## config.mk

```make
export PLATFORM = sky130hd
export DESIGN_NAME = gpio_port
export DESIGN_NICKNAME = d
export VERILOG_FILES = /design/src/gpio_port_pkg.sv /design/src/gpio_port.sv
export VERILOG_INCLUDE_DIRS = /design/src
export SDC_FILE = /design/constraint.sdc
export NUM_CORES = 1
export LEC_CHECK = 0
export CELL_PAD_IN_SITES_DETAIL_PLACEMENT = 0
export CELL_PAD_IN_SITES_GLOBAL_PLACEMENT = 1
export CORE_MARGIN = 5
export CORE_UTILIZATION = 45
export CTS_CLUSTER_DIAMETER = 150
export DETAILED_ROUTE_END_ITERATION = 6
export DONT_BUFFER_PORTS = 1
export PLACE_DENSITY_LB_ADDON = 0.1
export SLEW_MARGIN = 25
export SYNTH_ARGS = -nofsm -noshare
export SYNTH_HDL_FRONTEND = slang
export SYNTH_SLANG_ARGS = --single-unit
```

## constraint.sdc

```tcl
create_clock -name clk -period 4.4 [get_ports clk]
set_clock_uncertainty 0.05 [all_clocks]
set_input_delay 1.1 -clock clk [delete_from_list [all_inputs] [get_ports clk]]
set_output_delay 1.1 -clock clk [all_outputs]
set_load 0.01 [all_outputs]
```

## src/gpio_port_defs.svh

```systemverilog
`ifndef GPIO_PORT_DEFS_SVH
`define GPIO_PORT_DEFS_SVH

// register byte offsets
`define OFS_PIN_DATA 8'h00
`define OFS_PIN_DIRECTION 8'h04
`define OFS_ANALOG_SELECT 8'h08
`define OFS_PULLUP_ENABLE 8'h0C
`define OFS_CHANGE_IRQ_ENABLE 8'h10
`define OFS_CONTROL 8'h14

// control register fields
`define CTL_FLAG_BIT 0
`define CTL_GIE_BIT 1
`define CTL_PULLUP_OFF_BIT 2
`define CTL_LOW_POWER_WAKE_BIT 3

// reset values
`define RST_PIN_DATA 6'h00
`define RST_PIN_DIRECTION 6'h3F
`define RST_ANALOG_SELECT 8'hFF
`define RST_PULLUP_ENABLE 6'h37
`define RST_CHANGE_IRQ_ENABLE 6'h00
`define RST_LAST_READ 6'h00
`define RST_CONTROL 4'h4

// fixed pin positions and masks
`define PIN3 3
`define XTAL_MASK 6'h30
`define PULLUP_IMPL_MASK 6'h37

// vector taken by the core on a recognised change interrupt
`define IRQ_VECTOR 16'h0004

`endif

```

## src/gpio_port_pkg.sv

```systemverilog
package gpio_port_pkg;

  typedef logic [5:0] pin_vec_t;

  typedef struct packed {
    pin_vec_t level;
    pin_vec_t oe;
    pin_vec_t pull;
  } pad_out_s;

  typedef struct packed {
    logic low_power_wake;
    logic pullup_off;
    logic global_irq_enable;
    logic flag;
  } control_s;

endpackage : gpio_port_pkg

```

## src/gpio_port.sv

```systemverilog
// Our own choices: the register addresses and the APB register port.
`timescale 1ns/1ps
`include "gpio_port_defs.svh"

module gpio_port
  import gpio_port_pkg::*;
#(
  parameter int ADDR_W = 8
) (
  input wire logic clk,
  input wire logic rst_b,
  input wire logic por_b,
  input wire logic psel,
  input wire logic penable,
  input wire logic pwrite,
  input wire logic [ADDR_W-1:0] paddr,
  input wire logic [31:0] pwdata,
  input wire logic [3:0] pstrb,
  output logic [31:0] prdata,
  output logic pready,
  output logic pslverr,
  input wire logic [5:0] pin_in,
  output pad_out_s pads,
  input wire logic xtal_osc_mode,
  input wire logic master_clear_mode,
  output logic pin0_sink_en,
  output logic wake,
  output logic irq,
  output logic [15:0] irq_vector
);

  // register state
  pin_vec_t out_latch_q;
  pin_vec_t dir_q;
  logic [7:0] analog_q;
  pin_vec_t wpu_q;
  pin_vec_t ioc_q;
  pin_vec_t last_read_q;
  control_s ctl_q;
  control_s ctl_d;

  // bus answer registers
  logic [31:0] prdata_q;
  logic pready_q;
  logic pslverr_q;

  // pin side registers
  pad_out_s pads_q;
  pad_out_s pads_d;
  logic sink_q;
  logic wake_q;
  logic irq_q;
  logic [15:0] vec_q;

  // pins 0,1,2,4 carry analog channels 0..3; pins 3 and 5 have none
  function automatic pin_vec_t pin_analog(input logic [7:0] ans);
    pin_analog = {1'b0, ans[3], 1'b0, ans[2:0]};
  endfunction : pin_analog

  function automatic logic addr_is(
    input logic [ADDR_W-1:0] a,
    input logic [7:0] ofs
  );
    addr_is = (a == ADDR_W'(ofs));
  endfunction : addr_is

  // address decode
  wire sel_data = addr_is(paddr, `OFS_PIN_DATA);
  wire sel_dir = addr_is(paddr, `OFS_PIN_DIRECTION);
  wire sel_an = addr_is(paddr, `OFS_ANALOG_SELECT);
  wire sel_wpu = addr_is(paddr, `OFS_PULLUP_ENABLE);
  wire sel_ioc = addr_is(paddr, `OFS_CHANGE_IRQ_ENABLE);
  wire sel_ctl = addr_is(paddr, `OFS_CONTROL);
  wire sel_any = sel_data | sel_dir | sel_an | sel_wpu | sel_ioc | sel_ctl;

  // setup phase and access completion
  wire setup = psel & ~penable;
  wire done = psel & penable & pready_q;
  wire wr_lo = done & pwrite & pstrb[0] & sel_any;
  wire rd_data_done = done & ~pwrite & sel_data;

  // forced and effective configuration
  wire [5:0] xtal_force = xtal_osc_mode ? `XTAL_MASK : 6'h00;
  wire [5:0] an_pin = pin_analog(analog_q);
  wire [5:0] pin3_bit = 6'h08;
  // pin 3 is input only
  wire [5:0] dir_eff = dir_q | pin3_bit | xtal_force;
  wire [5:0] wpu_eff = (wpu_q & `PULLUP_IMPL_MASK) | xtal_force;
  wire [5:0] ioc_eff = ioc_q | xtal_force;

  // digital input path: analog pins and master clear read zero
  wire [5:0] master_clear_pin_mask = master_clear_mode ? pin3_bit : 6'h00;
  wire [5:0] pin_rd = pin_in & ~an_pin & ~master_clear_pin_mask;

  // change detection against the last-read latch
  wire [5:0] live_ioc = ioc_eff & ~an_pin;
  wire [5:0] mismatch_vec = live_ioc & (pin_rd ^ last_read_q);
  wire mismatch = |mismatch_vec;
  // a change landing on a port access is dropped, like the original
  wire port_busy = psel & sel_data;
  wire flag_set = mismatch & ~port_busy;
  wire flag_wr = wr_lo & sel_ctl;
  wire flag_clr = flag_wr & ~pwdata[`CTL_FLAG_BIT];

  // read mux
  logic [7:0] rd_val;
  always_comb begin
    rd_val = 8'h00;
    if (sel_data) begin
      rd_val = {2'b00, pin_rd};
    end else if (sel_dir) begin
      rd_val = {2'b00, dir_eff};
    end else if (sel_an) begin
      rd_val = analog_q;
    end else if (sel_wpu) begin
      rd_val = {2'b00, wpu_eff};
    end else if (sel_ioc) begin
      rd_val = {2'b00, ioc_eff};
    end else if (sel_ctl) begin
      rd_val = {4'h0, ctl_q};
    end
  end

  // control next value: hardware set wins over software clear
  always_comb begin
    ctl_d = ctl_q;
    if (flag_wr) begin
      ctl_d.global_irq_enable = pwdata[`CTL_GIE_BIT];
      ctl_d.pullup_off = pwdata[`CTL_PULLUP_OFF_BIT];
      ctl_d.low_power_wake = pwdata[`CTL_LOW_POWER_WAKE_BIT];
    end
    ctl_d.flag = flag_set | (ctl_q.flag & ~flag_clr);
  end

  // pad drive: analog select does not stop the output driver
  always_comb begin
    pads_d.level = out_latch_q;
    pads_d.oe = ~dir_eff;
    // pull-up needs own bit, global permit, input mode, digital mode
    pads_d.pull = wpu_eff & dir_eff & ~an_pin
                & {6{~ctl_q.pullup_off}};
    pads_d.pull[`PIN3] = master_clear_mode;
  end

  // APB answer: one wait-free access phase, zero-wait after setup
  always_ff @(posedge clk or negedge rst_b) begin
    if (!rst_b) begin
      pready_q <= 1'b0;
      pslverr_q <= 1'b0;
      prdata_q <= 32'h0000_0000;
    end else begin
      pready_q <= setup;
      pslverr_q <= setup & ~sel_any;
      if (setup) begin
        prdata_q <= pwrite ? 32'h0000_0000 : {24'h00_0000, rd_val};
      end
    end
  end

  // registers loaded with their reset values by rst_b
  always_ff @(posedge clk or negedge rst_b) begin
    if (!rst_b) begin
      out_latch_q <= `RST_PIN_DATA;
      dir_q <= `RST_PIN_DIRECTION;
      analog_q <= `RST_ANALOG_SELECT;
      wpu_q <= `RST_PULLUP_ENABLE;
    end else if (wr_lo) begin
      // full-byte write stores into the latch, never the pins
      if (sel_data) begin
        out_latch_q <= pwdata[5:0];
      end
      if (sel_dir) begin
        dir_q <= pwdata[5:0];
      end
      if (sel_an) begin
        analog_q <= pwdata[7:0];
      end
      if (sel_wpu) begin
        wpu_q <= pwdata[5:0];
      end
    end
  end

  // change enables clear on power-on only, not on a plain reset
  always_ff @(posedge clk or negedge por_b) begin
    if (!por_b) begin
      ioc_q <= `RST_CHANGE_IRQ_ENABLE;
    end else if (wr_lo & sel_ioc) begin
      ioc_q <= pwdata[5:0];
    end
  end

  // control register: pull-ups start off, flag and enables clear
  always_ff @(posedge clk or negedge rst_b) begin
    if (!rst_b) begin
      ctl_q <= `RST_CONTROL;
    end else begin
      ctl_q <= ctl_d;
    end
  end

  // last-read latch only clears on power-on, so a mismatch survives
  // other resets and sets the flag again afterwards
  always_ff @(posedge clk or negedge por_b) begin
    if (!por_b) begin
      last_read_q <= `RST_LAST_READ;
    end else if (rd_data_done) begin
      last_read_q <= prdata_q[5:0];
    end else if (done & pwrite & sel_data) begin
      last_read_q <= pin_rd;
    end
  end

  // pin side and core signals
  always_ff @(posedge clk or negedge rst_b) begin
    if (!rst_b) begin
      pads_q <= '0;
      sink_q <= 1'b0;
      wake_q <= 1'b0;
      irq_q <= 1'b0;
      vec_q <= 16'h0000;
    end else begin
      pads_q <= pads_d;
      sink_q <= ctl_q.low_power_wake;
      wake_q <= ctl_q.flag;
      irq_q <= ctl_q.flag & ctl_q.global_irq_enable;
      vec_q <= (ctl_q.flag & ctl_q.global_irq_enable) ? `IRQ_VECTOR : 16'h0000;
    end
  end

  assign prdata = prdata_q;
  assign pready = pready_q;
  assign pslverr = pslverr_q;
  assign pads = pads_q;
  assign pin0_sink_en = sink_q;
  assign wake = wake_q;
  assign irq = irq_q;
  assign irq_vector = vec_q;
endmodule : gpio_port

```

==> flow_summary_export.csv <==
group,metric,value,unit
floorplan,initial_core_util,0.464,
worst_setup_path,crit_start,"paddr[0]",
floorplan,fp.dieH,96.7,um
grt,grt_max_degree,59,
cells_and_area,n_antenna_cell,0,
clocking,holdBufCountCts,0,
timing,finalSetupTns,0,ps
drt,post_drt_wl_per_cell,18.1,um
drt,post_drt_via_cell_ratio,5.15,
power,peakVddDrop,0.174,mV
grt,grtUsageMet3,0.0453,
drt,vias,2076,
timing,fmax,379,MHz
drt,dr.first_iter.drc_count,75,
grt,track_usage,0.161,
grt,grt_pass1_vias,2189,
floorplan,die_x,96.7,um
clocking,cts.reportedPaths.clkPinSlew,70,ps
grt,grt-busiest-layer,"met2",
timing,holdWs,322,ps
timing,finalHoldViolations,0,
hold_path,hp-start,"out_latch_q[2]",
clocking,cts_buffers,9,
synth,synth_flop_cell,"dfrtp_1",
clocking,clkLatencyLatePin,340,ps
placed_design,routabilityCongestion,0.834,
drt,antenna_left,0,
clocking,post_cts_resized,0,
timing,fin_crit_sh,0.599,
clocking,cts.path.max_buffers,2,
synth,yosysWarnings,0,
timing,worst_slew_pin_slew,601,ps
floorplan,core,0.00729,mm^2
power,finalPower,0.00127,W
grt,antenna_found_initial,0,
synth,synth_area_leaders,"dfrtp_1 38%, dfstp_2 15%, mux2_2 10%",
worst_setup_path,crit_type,"in -> reg",
clocking,root_buffer,"clkbuf_8",
floorplan,row_count,31,
placed_design,dpl.hpwl,5.35,mm
worst_setup_path,cp.arrival,2800,ps
timing,min_period,2640,ps
clocking,cts_tree,"built",
drt,drcViolationCount,0,
power,total_leakage_power,1.60,nW
synth,synth_top_cell_by_area,"dfrtp_1",
timing,rsz0062_at_grt,"no",
synth,syn_area,0.00338,mm^2
cells_and_area,finish.net_count,357,
placed_design,dp_cells,387,
placed_design,portBuffers,0,
synth,synth-seq-area-share,0.525,
status,status,"finished clean",
worst_setup_path,startpoint_type,"input pin",
clocking,clock_sinks,70,
clocking,h-tree-depth,3,
synth,synth.distinct_cells,46,
synth,synth.top_cell.area_share,0.377,
worst_setup_path,r2r_cells,4,
drt,detail_route.first_pass.iterations,4,
synth,synth-seq-cells,70,
timing,setup_viol,0,
cells_and_area,area_delta_synth_final,3.81,%
clocking,postCtsSetupBuffers,0,
grt,grt_pass1_wl,11.9,mm
synth,syn_avg_cell_area,11.2,um^2
flow_run,drv_cap,0,
hold_path,hp-class,"reg -> reg",
floorplan,die-area,0.00935,mm^2
worst_setup_path,crit_path_max_fanout,6,
grt,grt_overflow,0,
floorplan,num_io_pins,129,
synth,ys_async_sr_fraction,1.00,
synth,synth_edf_count,0,
timing,slew_headroom,0.599,
cells_and_area,finish.utilization,0.482,
worst_setup_path,r2r-start,"pready",
grt,use_met2,0.271,
worst_setup_path,worstSetupEndpointType,"register",
drt,routed_wl,7.30,mm
hold_path,hold-path-cell-count,0,
timing,slew_viol_final,0,
cells_and_area,instances_no_fill,403,
cells_and_area,drive_gt1_frac,0.243,
grt,grtUsageMet1,0.197,
synth,syn_inst,301,
cells_and_area,n_fill_cell,711,
worst_setup_path,cp.required,4570,ps
power,p_per_area,362,mW/mm^2
-- metrics by stage --
| step | instance area (um^2) | setup WS (ps) |
|---|---|---|
| after floorplan | 3530 | 1580 |
| after global placement | 3300 | 1410 |
| after detailed placement | 3300 | 1410 |
| after CTS | 3510 | 1760 |
| after global routing | 3510 | 1640 |
| final | 3510 | 1760 |
-- cell usage in the layout (no fill, tap or decap), types with 4 or more instances in the layout --
master	n
conb_1	40
nor3_1	6
nand2_1	22
o21ai_0	7
nor2_1	18
xor2_1	4
a31oi_1	5
mux2_2	30
dfrtp_1	51
a21oi_1	11
clkbuf_8	9
nor2b_1	8
nand3_1	5
nand3b_1	6
a32o_1	5
nand2b_1	8
inv_1	7
dfstp_2	19
-- sequential cells by signal, indices dropped and copies added (netlist names) --
name          flops
pads             17
analog_q          8
prdata            8
ioc_q             6
last_read_q       6
out_latch_q       6
dir_q             5
wpu_q             5
ctl_q             4
irq_vector        1
pin0_sink_en      1
pready            1
pslverr           1
wake              1
-- critical path, stage by stage --
cell and delay (ps):
or4_4 540, nor4_4 460, nand3_1 340, mux2_2 360
-- cell usage after synthesis, drive strengths merged, types with 2 or more instances --
| master | number |
|---|---|
| a2111oi | 2 |
| a21oi | 11 |
| a221o | 2 |
| a222oi | 2 |
| a31oi | 5 |
| a32o | 5 |
| a32oi | 2 |
| and3 | 2 |
| buf | 44 |
| clkbuf | 8 |
| dfrtp | 51 |
| dfstp | 19 |
| inv | 7 |
| mux2 | 30 |
| mux2i | 2 |
| nand2 | 24 |
| nand2b | 8 |
| nand3 | 5 |
| nand3b | 6 |
| nor2 | 19 |
| nor2b | 8 |
| nor3 | 8 |
| nor3b | 2 |
| o21ai | 7 |
| or2 | 2 |
| xnor2 | 2 |
| xor2 | 4 |
-- metal layers --
metal / up-vias / wire (um)
met1: 1046 / 3090
met5: - / 0
li1: 961 / -
met3: 10 / 453
met4: 0 / 93
met2: 59 / 3670
-- report_power, final --
group / switching [W] / total [W] / internal (W)
Combinational: 0.0000344 / 0.0000505 / 0.0000161
Sequential: 0.00000513 / 0.000655 / 0.000650
Clock: 0.000247 / 0.000566 / 0.000318
Total: 0.000287 / 0.00127 / 0.000984
-- path summary, 6_finish.rpt --
path	endpoint	slack (ps)
setup / recovery	ioc_q[3]	1760
hold / removal	pads[14]	320
setup reg to reg	ioc_q[3]	2520
hold reg to reg	pads[14]	320
max in group asynchronous	analog_q[0]	3710
min in group asynchronous	last_read_q[1]	390
-- area by class of cell --
cell class / instances / area (um^2) / area share
Clock buffer: 10 / 128 / 0.0363
Clock inverter: 6 / 86.3 / 0.0246
Inverter: 7 / 26.3 / 0.00748
Multi-Input combinational cell: 211 / 1370 / 0.391
Sequential cell: 70 / 1780 / 0.506
Tap cell: 99 / 124 / 0.0353
-- kinds of logic (layout without fill, tap and decap cells) --
| family | count (synthesis) | after routing | share of synthesized area |
|---|---|---|---|
| buffers and inverters | 59 | 23 | 0.113 |
| flip-flops | 70 | 70 | 0.525 |
| AND/OR/NAND/NOR | 92 | 92 | 0.156 |
| multiplexers | 32 | 32 | 0.106 |
| XOR/XNOR | 6 | 6 | 0.0155 |
| AO/OA/AOI/OAI | 41 | 41 | 0.0843 |
| other | 1 | 40 | 0.00111 |
(Power assumes the default switching activity.)
